## src/rtl/pss_consts.svh

```systemverilog
// constants for the power-up safety sequencer: timing, offsets, field positions
// assumes a 10 MHz core clock and a 32-bit classic wishbone register port
`ifndef PSS_CONSTS_SVH
`define PSS_CONSTS_SVH

`define PSS_CLK_HZ 10000000
`define PSS_CHECK_MS 50
`define PSS_DONE_MS 100
`define PSS_GATE_OFF_MAX_US 500
`define PSS_CHECK_CYC (`PSS_CHECK_MS * (`PSS_CLK_HZ / 1000))
`define PSS_DONE_CYC (`PSS_DONE_MS * (`PSS_CLK_HZ / 1000))
`define PSS_GATE_OFF_MAX_CYC (`PSS_GATE_OFF_MAX_US * (`PSS_CLK_HZ / 1000000))
`define PSS_TIMER_W 20

`define PSS_ADR_W 8
`define PSS_CTRL_ADDR 8'h00
`define PSS_STAT_ADDR 8'h04
`define PSS_CTRL_RST 2'h3
`define PSS_CTRL_CHG_BIT 0
`define PSS_CTRL_DSG_BIT 1

`endif

```

## src/rtl/pss_pkg.sv

```systemverilog
// types shared by the power-up safety sequencer files
// assumes nothing beyond a systemverilog compiler
`default_nettype none
package pss_pkg;
	// comparator outputs, used for both the raw and the filtered paths
	typedef struct packed {
		logic cell_undervoltage;
		logic cell_overvoltage;
		logic discharge_overcurrent;
		logic discharge_short;
	} pss_comp_s;

	typedef struct packed {
		logic supply_lockout_flag;
		logic charger_present_flag;
		logic undervolt_flag;
		logic overvolt_flag;
	} pss_flags_s;

	typedef enum logic [5:0] {
		ST_LOCKOUT = 6'h01,
		ST_WAIT = 6'h02,
		ST_RECOVER = 6'h04,
		ST_RUN = 6'h08,
		ST_PROTECT = 6'h10,
		ST_SHUTDOWN = 6'h20
	} pss_state_e;
endpackage : pss_pkg
`default_nettype wire

```

## src/rtl/pss_interval_timer.sv

```systemverilog
// free-running up counter that restarts from zero and saturates at its top
// assumes restart is a synchronous level from the sequencer
`default_nettype none
module pss_interval_timer #(
	parameter int WIDTH = 20
) (
	input wire logic clk_i,
	input wire logic rst_i,
	input wire logic restart_i,
	output logic [WIDTH-1:0] count_o
);
	logic [WIDTH-1:0] count_r;
	logic [WIDTH-1:0] count_nxt;

	always_comb begin
		count_nxt = count_r;
		if (restart_i) begin
			count_nxt = '0;
		end else if (count_r != {WIDTH{1'b1}}) begin
			count_nxt = count_r + 1'b1;
		end
	end

	always_ff @(posedge clk_i) begin
		if (rst_i) begin
			count_r <= '0;
		end else begin
			count_r <= count_nxt;
		end
	end

	assign count_o = count_r;
endmodule : pss_interval_timer
`default_nettype wire

```

## src/rtl/pss_sequencer.sv

```systemverilog
// power-up safety sequencer with gate shutoff and wishbone status port
// assumes all pin inputs synchronous to clk_i; raw_comp_i comes unfiltered, filtered_comp_i filtered
//
// The placing of the registers and the Wishbone slave port are this design's own decisions.
`include "pss_consts.svh"
`default_nettype none
module pss_sequencer #(
	parameter int CHECK_CYCLES = `PSS_CHECK_CYC,
	parameter int DONE_CYCLES = `PSS_DONE_CYC,
	parameter int GATE_OFF_MAX_CYCLES = `PSS_GATE_OFF_MAX_CYC
) (
	input wire logic clk_i,
	input wire logic rst_i,
	input wire logic wb_cyc_i,
	input wire logic wb_stb_i,
	input wire logic wb_we_i,
	input wire logic [`PSS_ADR_W-1:0] wb_adr_i,
	input wire logic [3:0] wb_sel_i,
	input wire logic [31:0] wb_dat_i,
	output logic [31:0] wb_dat_o,
	output logic wb_ack_o,
	input wire logic above_startup_threshold_i,
	input wire logic supply_in_range_i,
	input wire logic charger_detect_i,
	input wire logic shutdown_request_i,
	input wire logic system_undervoltage_i,
	input wire logic charge_gate_reservoir_low_i,
	input wire logic discharge_gate_reservoir_low_i,
	input wire pss_pkg::pss_comp_s raw_comp_i,
	input wire pss_pkg::pss_comp_s filtered_comp_i,
	output logic charge_gate_drive_o,
	output logic discharge_gate_drive_o,
	output logic undervolt_hyst_select_o,
	output logic overvolt_hyst_select_o,
	output logic safety_check_pulse_o,
	output logic powerup_complete_o,
	output logic late_checks_enable_o,
	output logic regulator_enable_o,
	output logic fault_status_o,
	output pss_pkg::pss_comp_s protect_cause_o,
	output pss_pkg::pss_flags_s flags_o
);
	localparam int TW = `PSS_TIMER_W;
	// assertion window capped at 1000 cycles; the gates actually drop one cycle after a kill
	localparam int KILL_LIM = (GATE_OFF_MAX_CYCLES > 1000) ? 1000 : GATE_OFF_MAX_CYCLES;

	pss_pkg::pss_state_e state_r, state_nxt;
	logic reg_en_r, reg_en_nxt;
	logic pulse_r, pulse_nxt;
	logic done_r, done_nxt;
	logic fault_r, fault_nxt;
	pss_pkg::pss_comp_s cause_r, cause_nxt;
	pss_pkg::pss_flags_s flags_r, flags_nxt;
	logic chg_r, chg_nxt, dsg_r, dsg_nxt;
	logic uvh_r, uvh_nxt, ovh_r, ovh_nxt;
	logic [1:0] ctrl_r, ctrl_nxt;
	logic ack_r, ack_nxt;
	logic [31:0] rdat_r, rdat_nxt;
	logic timer_restart;
	logic [TW-1:0] timer_cnt;
	logic in_seq;
	logic gate_kill;

	assign in_seq = (state_r == pss_pkg::ST_WAIT) || (state_r == pss_pkg::ST_RECOVER);
	assign timer_restart = !in_seq;

	pss_interval_timer #(
		.WIDTH(TW)
	) u_timer (
		.clk_i(clk_i),
		.rst_i(rst_i),
		.restart_i(timer_restart),
		.count_o(timer_cnt)
	);

	// immediate shutoff, well inside the allowed time
	assign gate_kill = charge_gate_reservoir_low_i || discharge_gate_reservoir_low_i ||
		system_undervoltage_i;

	// sequencer state
	always_comb begin
		state_nxt = state_r;
		reg_en_nxt = reg_en_r;
		pulse_nxt = 1'b0;
		done_nxt = done_r;
		fault_nxt = fault_r;
		cause_nxt = cause_r;
		case (state_r)
			pss_pkg::ST_LOCKOUT: begin
				// power-on reset state waits for threshold
				if (above_startup_threshold_i) begin
					reg_en_nxt = 1'b1;
					state_nxt = pss_pkg::ST_WAIT;
				end
			end
			pss_pkg::ST_WAIT: begin
				// single check pulse at 50 ms
				if (timer_cnt == TW'(CHECK_CYCLES - 1)) begin
					pulse_nxt = 1'b1;
					state_nxt = pss_pkg::ST_RECOVER;
				end
			end
			pss_pkg::ST_RECOVER: begin
				if (timer_cnt == TW'(DONE_CYCLES - 1)) begin
					done_nxt = 1'b1;
					state_nxt = fault_r ? pss_pkg::ST_PROTECT : pss_pkg::ST_RUN;
				end
			end
			pss_pkg::ST_RUN: begin
				if (filtered_comp_i != '0) begin
					cause_nxt = filtered_comp_i;
					state_nxt = pss_pkg::ST_PROTECT;
				end
			end
			pss_pkg::ST_PROTECT: begin
				// recovery is simplified: leave once all comparators clear
				if (filtered_comp_i == '0) begin
					fault_nxt = 1'b0;
					cause_nxt = '0;
					state_nxt = pss_pkg::ST_RUN;
				end
			end
			pss_pkg::ST_SHUTDOWN: begin
				// only a charger wakes it, then rerun the checks
				if (charger_detect_i) begin
					reg_en_nxt = 1'b1;
					state_nxt = pss_pkg::ST_WAIT;
				end
			end
			default: begin
				state_nxt = pss_pkg::ST_LOCKOUT;
				reg_en_nxt = 1'b0;
			end
		endcase
		// sticky fault from the check sample
		if (pulse_r && (raw_comp_i != '0)) begin
			fault_nxt = 1'b1;
			cause_nxt = raw_comp_i;
		end
		if (state_r != pss_pkg::ST_LOCKOUT && state_r != pss_pkg::ST_SHUTDOWN &&
				shutdown_request_i) begin
			state_nxt = pss_pkg::ST_SHUTDOWN;
			reg_en_nxt = 1'b0;
		end
		// leaving the operating range also drops the regulator and goes to lockout
		if (!supply_in_range_i) begin
			state_nxt = pss_pkg::ST_LOCKOUT;
			reg_en_nxt = 1'b0;
		end
		if (state_nxt == pss_pkg::ST_WAIT) begin
			done_nxt = 1'b0;
			fault_nxt = 1'b0;
			cause_nxt = '0;
		end
		if (state_nxt == pss_pkg::ST_LOCKOUT || state_nxt == pss_pkg::ST_SHUTDOWN) begin
			done_nxt = 1'b0;
		end
	end

	always_ff @(posedge clk_i) begin
		if (rst_i) begin
			state_r <= pss_pkg::ST_LOCKOUT;
			reg_en_r <= 1'b0;
			pulse_r <= 1'b0;
			done_r <= 1'b0;
			fault_r <= 1'b0;
			cause_r <= '0;
		end else begin
			state_r <= state_nxt;
			reg_en_r <= reg_en_nxt;
			pulse_r <= pulse_nxt;
			done_r <= done_nxt;
			fault_r <= fault_nxt;
			cause_r <= cause_nxt;
		end
	end

	// gate drives, hysteresis selects and flags
	always_comb begin
		chg_nxt = 1'b0;
		dsg_nxt = 1'b0;
		uvh_nxt = 1'b1;
		ovh_nxt = 1'b1;
		flags_nxt.supply_lockout_flag = !above_startup_threshold_i;
		flags_nxt.charger_present_flag = charger_detect_i;
		flags_nxt.undervolt_flag = flags_r.undervolt_flag;
		flags_nxt.overvolt_flag = flags_r.overvolt_flag;
		// set on detection, cleared once the comparator recovers
		if (pulse_r) begin
			flags_nxt.undervolt_flag = raw_comp_i.cell_undervoltage;
			flags_nxt.overvolt_flag = raw_comp_i.cell_overvoltage;
		end else if (done_r) begin
			flags_nxt.undervolt_flag = filtered_comp_i.cell_undervoltage;
			flags_nxt.overvolt_flag = filtered_comp_i.cell_overvoltage;
		end
		// normal-mode values once complete with the regulator on, fault or not
		if (done_r && reg_en_r) begin
			uvh_nxt = flags_r.undervolt_flag;
			ovh_nxt = flags_r.overvolt_flag;
			if (state_r == pss_pkg::ST_RUN) begin
				chg_nxt = ctrl_r[`PSS_CTRL_CHG_BIT];
				dsg_nxt = ctrl_r[`PSS_CTRL_DSG_BIT];
			end else if (state_r == pss_pkg::ST_PROTECT && cause_r.cell_overvoltage &&
					!cause_r.cell_undervoltage && !cause_r.discharge_overcurrent &&
					!cause_r.discharge_short) begin
				// overvoltage alone keeps discharge available
				dsg_nxt = ctrl_r[`PSS_CTRL_DSG_BIT];
			end
		end
		if (!done_r || gate_kill) begin
			chg_nxt = 1'b0;
			dsg_nxt = 1'b0;
		end
	end

	always_ff @(posedge clk_i) begin
		if (rst_i) begin
			chg_r <= 1'b0;
			dsg_r <= 1'b0;
			uvh_r <= 1'b1;
			ovh_r <= 1'b1;
			flags_r <= '0;
		end else begin
			chg_r <= chg_nxt;
			dsg_r <= dsg_nxt;
			uvh_r <= uvh_nxt;
			ovh_r <= ovh_nxt;
			flags_r <= flags_nxt;
		end
	end

	// wishbone slave, one wait state, unmapped reads return zero
	always_comb begin
		ctrl_nxt = ctrl_r;
		ack_nxt = wb_cyc_i && wb_stb_i && !ack_r;
		rdat_nxt = rdat_r;
		if (ack_nxt) begin
			rdat_nxt = '0;
			if (wb_we_i && wb_sel_i[0] && wb_adr_i == `PSS_CTRL_ADDR) begin
				ctrl_nxt = wb_dat_i[1:0];
			end
			if (!wb_we_i && wb_adr_i == `PSS_CTRL_ADDR) begin
				rdat_nxt = {30'h0, ctrl_r};
			end else if (!wb_we_i && wb_adr_i == `PSS_STAT_ADDR) begin
				rdat_nxt = {15'h0, reg_en_r, flags_r, cause_r, fault_r, done_r, state_r};
			end
		end
	end

	always_ff @(posedge clk_i) begin
		if (rst_i) begin
			ctrl_r <= `PSS_CTRL_RST;
			ack_r <= 1'b0;
			rdat_r <= '0;
		end else begin
			ctrl_r <= ctrl_nxt;
			ack_r <= ack_nxt;
			rdat_r <= rdat_nxt;
		end
	end

	assign wb_dat_o = rdat_r;
	assign wb_ack_o = ack_r;
	assign charge_gate_drive_o = chg_r;
	assign discharge_gate_drive_o = dsg_r;
	assign undervolt_hyst_select_o = uvh_r;
	assign overvolt_hyst_select_o = ovh_r;
	assign safety_check_pulse_o = pulse_r;
	assign powerup_complete_o = done_r;
	assign late_checks_enable_o = done_r;
	assign regulator_enable_o = reg_en_r;
	assign fault_status_o = fault_r;
	assign protect_cause_o = cause_r;
	assign flags_o = flags_r;

	a_gates_low_early: assert property (@(posedge clk_i) disable iff (rst_i)
		!done_r |=> !chg_r && !dsg_r) else $error("gate driven before completion");
	a_undervolt_hyst_select_forced: assert property (@(posedge clk_i) disable iff (rst_i)
		!done_r |=> uvh_r) else $error("uv hysteresis select not forced");
	a_overvolt_hyst_select_forced: assert property (@(posedge clk_i) disable iff (rst_i)
		!done_r |=> ovh_r) else $error("ov hysteresis select not forced");
	a_check_pulse_time: assert property (@(posedge clk_i) disable iff (rst_i)
		pulse_r |-> timer_cnt == TW'(CHECK_CYCLES) && !$past(pulse_r))
		else $error("check pulse at wrong time");
	a_fault_captured: assert property (@(posedge clk_i) disable iff (rst_i)
		pulse_r && raw_comp_i != '0 && supply_in_range_i && !shutdown_request_i |=> fault_r)
		else $error("sampled fault not latched");
	a_done_time: assert property (@(posedge clk_i) disable iff (rst_i)
		$rose(done_r) |-> $past(timer_cnt) == TW'(DONE_CYCLES - 1))
		else $error("completion at wrong time");
	a_fault_protects: assert property (@(posedge clk_i) disable iff (rst_i)
		$rose(done_r) && $past(fault_r) |-> state_r == pss_pkg::ST_PROTECT)
		else $error("fault did not enter protection");
	a_shutdown_exit: assert property (@(posedge clk_i) disable iff (rst_i)
		state_r == pss_pkg::ST_SHUTDOWN && !charger_detect_i && supply_in_range_i
		|=> state_r == pss_pkg::ST_SHUTDOWN) else $error("shutdown left without charger");
	a_gate_kill: assert property (@(posedge clk_i) disable iff (rst_i)
		gate_kill |-> ##[1:KILL_LIM] (!chg_r && !dsg_r))
		else $error("gates not disabled in time");
	a_reg_hold: assert property (@(posedge clk_i) disable iff (rst_i)
		reg_en_r && supply_in_range_i && !shutdown_request_i |=> reg_en_r)
		else $error("regulator dropped while in range");
endmodule : pss_sequencer
`default_nettype wire

```

## config.mk

```make
export PLATFORM = sky130hd
export DESIGN_NAME = pss_sequencer
export DESIGN_NICKNAME = d
export VERILOG_FILES = /design/src/rtl/pss_pkg.sv /design/src/rtl/pss_interval_timer.sv /design/src/rtl/pss_sequencer.sv
export VERILOG_INCLUDE_DIRS = /design/src /design/src/rtl
export SDC_FILE = /design/constraint.sdc
export NUM_CORES = 1
export LEC_CHECK = 0
export BUFFER_PORTS_ARGS = -buffer_cell sky130_fd_sc_hd__buf_2
export CAP_MARGIN = 40
export CORE_UTILIZATION = 53
export CTS_CLUSTER_DIAMETER = 60
export DETAILED_ROUTE_END_ITERATION = 12
export HOLD_SLACK_MARGIN = 0.1
export PLACE_DENSITY = 0.85
export SLEW_MARGIN = 40
export SYNTH_ARGS = -nofsm -noshare
export SYNTH_HDL_FRONTEND = slang
export SYNTH_SLANG_ARGS = --single-unit
```

## constraint.sdc

```tcl
create_clock -name clk_i -period 5.7 [get_ports clk_i]
set_input_delay 1.14 -clock clk_i [delete_from_list [all_inputs] [get_ports clk_i]]
set_output_delay 1.14 -clock clk_i [all_outputs]
set_load 0.01 [all_outputs]
```

==> impl_metrics.xml <==
<?xml version="1.0" encoding="UTF-8"?>
<metrics>
  <group name="run_status">
    <metric name="outcome" unit="">completed</metric>
  </group>
  <group name="pwr">
    <metric name="cell_leakage_power" unit="nW">1.43</metric>
    <metric name="ir_worst_vdd" unit="mV">0.140</metric>
    <metric name="fin_total_pwr" unit="uW">890</metric>
    <metric name="power.density" unit="nW/um2">247</metric>
  </group>
  <group name="critical_path">
    <metric name="worstSetupStartpoint" unit="">filtered_comp_i[2]</metric>
    <metric name="cp_cell_sequence" unit="">buf_2, or4_4, and3_4, o31a_2, a222oi_1, a211oi_1</metric>
    <metric name="critical_path_peak_fanout" unit="">5</metric>
    <metric name="cp_data_required_time" unit="ns">5.91</metric>
    <metric name="worstSetupEndpointType" unit="">flip-flop</metric>
    <metric name="crit_slowest_cell" unit="">sky130_fd_sc_hd__or4_4</metric>
    <metric name="criticalPathCategory" unit="">input pin to flip-flop</metric>
    <metric name="worstReg2RegStart" unit="">u_timer.count_o[0]$_SDFFE_PP0P_</metric>
    <metric name="critical_path_arrival" unit="ns">2.73</metric>
    <metric name="worstSetupStartpointType" unit="">input pin</metric>
    <metric name="cpPeakStageDelay" unit="ns">0.58</metric>
  </group>
  <group name="clock_network">
    <metric name="clock_latency" unit="ns">0.34</metric>
    <metric name="clock_tree_from_tritoncts" unit="">built</metric>
    <metric name="cts_root_buffer" unit="">sky130_fd_sc_hd__clkbuf_8</metric>
    <metric name="cts_sinks" unit="">62</metric>
    <metric name="cts_max_path_buffers" unit="">2</metric>
    <metric name="holdBufCountCts" unit="">0</metric>
    <metric name="postCtsResizedCells" unit="">0</metric>
    <metric name="tritoncts.num_buffers" unit="">9</metric>
    <metric name="h-tree-depth" unit="">3</metric>
    <metric name="clock_pin_slew_on_the_worst_setup_and_hold_paths" unit="ns">0.07</metric>
    <metric name="post_cts_setup_inserts" unit="">0</metric>
  </group>
  <group name="yosys">
    <metric name="synthDominantCellAreaShare" unit="%">40.0</metric>
    <metric name="synth_cells" unit="">332</metric>
    <metric name="synthXorXnorAreaFrac" unit="%">3.95</metric>
    <metric name="synth-main-ff-cell" unit="">sky130_fd_sc_hd__dfxtp_1</metric>
    <metric name="netlist_top_cells_count" unit="">sky130_fd_sc_hd__dfxtp_1 (62), sky130_fd_sc_hd__nor2_1 (43), sky130_fd_sc_hd__buf_4 (17)</metric>
    <metric name="asyncSetResetFlopFracSynth" unit="%">0</metric>
    <metric name="post_synth_edffs" unit="">0</metric>
    <metric name="synth.lib_cells_used.distinct" unit="">68</metric>
    <metric name="synth_area_per_cell" unit="um2">9.34</metric>
    <metric name="synth_simple_gate_area_share" unit="%">28.4</metric>
    <metric name="biggest_area_contributors_in_the_synthesized_netlist" unit="">sky130_fd_sc_hd__dfxtp_1 (40%), sky130_fd_sc_hd__nor2_1 (5.2%), sky130_fd_sc_hd__buf_4 (4.1%)</metric>
    <metric name="post_synth_fa_ha_maj_area_fraction" unit="%">0.403</metric>
    <metric name="synth_top_cell_by_area" unit="">sky130_fd_sc_hd__dfxtp_1</metric>
    <metric name="main_combinational_cell_family_by_area_after_synthesis" unit="">simple AND/OR/NAND/NOR gates</metric>
    <metric name="synthMuxAreaShare" unit="%">2.26</metric>
    <metric name="yosysSeqAreaShare" unit="%">40.0</metric>
    <metric name="ys_seq_elements" unit="">62</metric>
    <metric name="ys.warnings.count" unit="">0</metric>
    <metric name="synth_compound_gate_area_share" unit="%">18.0</metric>
    <metric name="mappedNetlistArea" unit="um2">3100</metric>
    <metric name="yosysMostFrequentCell" unit="">sky130_fd_sc_hd__dfxtp_1</metric>
  </group>
  <group name="final_layout">
    <metric name="synthToLayoutAreaGrowth" unit="%">16.1</metric>
    <metric name="drive_gt1_share" unit="%">28.1</metric>
    <metric name="nNetsFinal" unit="">459</metric>
    <metric name="n_antenna_cell" unit="">0</metric>
    <metric name="fillerInstances" unit="">469</metric>
  </group>
  <group name="floorplanning">
    <metric name="placementRows" unit="">27</metric>
    <metric name="die_width" unit="um">78.5</metric>
    <metric name="core_area" unit="um2">5570</metric>
    <metric name="chipHeight" unit="um">78.5</metric>
    <metric name="io_pins" unit="">114</metric>
    <metric name="dieArea" unit="um2">6160</metric>
    <metric name="initial_core_util" unit="%">55.6</metric>
  </group>
  <group name="drt">
    <metric name="iteration_0_drc_markers" unit="">270</metric>
    <metric name="drt.antenna.violating_nets" unit="">0</metric>
    <metric name="wl_per_cell" unit="um">15.5</metric>
    <metric name="post_drt_via_cell_ratio" unit="">5.96</metric>
    <metric name="vias" unit="">2808</metric>
    <metric name="final_wirelength" unit="mm">7.28</metric>
    <metric name="dr.pass1.iters" unit="">5</metric>
    <metric name="drcViolationCount" unit="">0</metric>
  </group>
  <group name="timing">
    <metric name="fmaxAchievable" unit="MHz">397</metric>
    <metric name="final_period_minus_worst_setup_slack" unit="ns">2.52</metric>
    <metric name="worst_slew_margin_rel" unit="%">57.4</metric>
    <metric name="finalClockSkew" unit="ns">0.00798</metric>
    <metric name="totalNegativeSetupSlack" unit="ns">0</metric>
    <metric name="finish_stage_setup_viols" unit="">0</metric>
    <metric name="grt_setup_unrepaired" unit="">false</metric>
    <metric name="slew_violations" unit="">0</metric>
    <metric name="fin_crit_sh" unit="%">44.2</metric>
    <metric name="total_count_of_hold_check_failures_in_the_final_report" unit="">0</metric>
    <metric name="worst-slew-pin-transition" unit="ns">0.637</metric>
  </group>
  <group name="placement">
    <metric name="routabilityCongestion" unit="">0.883</metric>
    <metric name="port_buffers" unit="">65</metric>
    <metric name="detailedPlacementHpwl" unit="mm">5.25</metric>
  </group>
  <group name="global_routing">
    <metric name="global_route_wire_length_before_repair" unit="mm">11.9</metric>
    <metric name="grt_start_max_net_pins" unit="">24</metric>
    <metric name="gr-total-overflow" unit="">0</metric>
    <metric name="grt.total_usage" unit="%">24.9</metric>
    <metric name="grt_pass1_vias" unit="">2588</metric>
    <metric name="antenna_violations_before_repair" unit="">0</metric>
  </group>
  <group name="min_path">
    <metric name="hold_path_class" unit="">flip-flop to flip-flop</metric>
    <metric name="timing.hold.worst.start" unit="">ctrl_r[1]$_SDFFE_PP1P_</metric>
  </group>
  <group name="flow_run">
    <metric name="cap_violations" unit="">0</metric>
  </group>
</metrics>
-- layout by cell type (no fill, tap or decap), types with 6 or more instances in the layout --
master / netlist / layout
sky130_fd_sc_hd__nor3_1: 11 / 10
sky130_fd_sc_hd__inv_1: 7 / 7
sky130_fd_sc_hd__a22o_1: 8 / 8
sky130_fd_sc_hd__dfxtp_1: 62 / 62
sky130_fd_sc_hd__clkbuf_8: 0 / 11
sky130_fd_sc_hd__a21oi_1: 11 / 11
sky130_fd_sc_hd__nor2_1: 43 / 43
sky130_fd_sc_hd__nor4_1: 7 / 7
sky130_fd_sc_hd__a22oi_1: 10 / 10
sky130_fd_sc_hd__nand2_1: 15 / 15
sky130_fd_sc_hd__nand3_1: 8 / 8
sky130_fd_sc_hd__conb_1: 1 / 15
sky130_fd_sc_hd__a211oi_1: 6 / 6
sky130_fd_sc_hd__mux2i_1: 7 / 7
sky130_fd_sc_hd__xnor2_1: 11 / 11
sky130_fd_sc_hd__buf_2: 3 / 65
-- registers in the layout, indices dropped and copies added, names as in the netlist, 2 cells and up --
signal,cells
u_timer.count_o,20
wb_dat_o,17
ctrl_r,2
flags_o,4
state_r,6
protect_cause_o,4
-- cells by family (layout without fill, tap and decap cells) --
| kind of cell | after synthesis | count (layout) |
|---|---|---|
| buf+inv | 37 | 90 |
| simple gates | 143 | 143 |
| flops | 62 | 62 |
| other cells | 1 | 15 |
| compound gates | 67 | 67 |
| mux | 7 | 7 |
| fa+ha+maj | 1 | 1 |
| xor+xnor | 14 | 14 |
-- metrics by stage --
stage	utilization [%]	hold WS, ns	std cells	instance area [um2]	setup WS (ns)
after CTS	64.5	0.463	471	3590	3.19
after global placement	60.9	0.450	455	3390	2.84
final	64.6	0.464	471	3600	3.18
after detailed placement	60.9	0.452	455	3390	2.83
after floorplan	-	0.429	346	3150	3.04
after global routing	64.6	0.491	471	3600	3.03
-- final timing paths --
check	cells past startpoint	slack, ns	endpoint
setup / recovery	6	3.18	protect_cause_o[0]$_SDFFE_PP0P_
hold / removal	2	0.46	wb_dat_o[1]$_SDFFE_PP0P_
setup reg to reg	6	3.61	u_timer.count_o[17]$_SDFFE_PP0P_
hold reg to reg	2	0.46	wb_dat_o[1]$_SDFFE_PP0P_
-- power by group --
part	switching (mW)	total, mW	internal (mW)
clock	0.165	0.390	0.225
sequential	0.00516	0.441	0.436
combinational	0.0352	0.0582	0.0230
-- metal layers --
layer | up-vias | GRT usage [%] | share of wire (%)
met5 | - | 0 | 0
met4 | 0 | 14.6 | 2.4
met3 | 20 | 5.47 | 6.0
met2 | 97 | 41.9 | 50
met1 | 1357 | 28.9 | 42
li1 | 1334 | - | -
-- cell type report --
type | count | area (um2) | share of cell area [%]
flip-flops and latches | 62 | 1240 | 34.5
repair buffers | 66 | 333 | 9.25
well taps | 72 | 90.1 | 2.50
multi-input cells | 247 | 1700 | 47.3
inverters | 8 | 30.0 | 0.834
clock inverters | 3 | 42.5 | 1.18
clock buffers | 13 | 159 | 4.41
-- critical path: cells and delay by family --
kind / cells / cell delay (ns)
AO/OA/AOI/OAI: 3 / 0.69
buffers and inverters: 1 / 0.12
AND/OR/NAND/NOR: 2 / 0.78
Power figures use the tool's default switching activity.
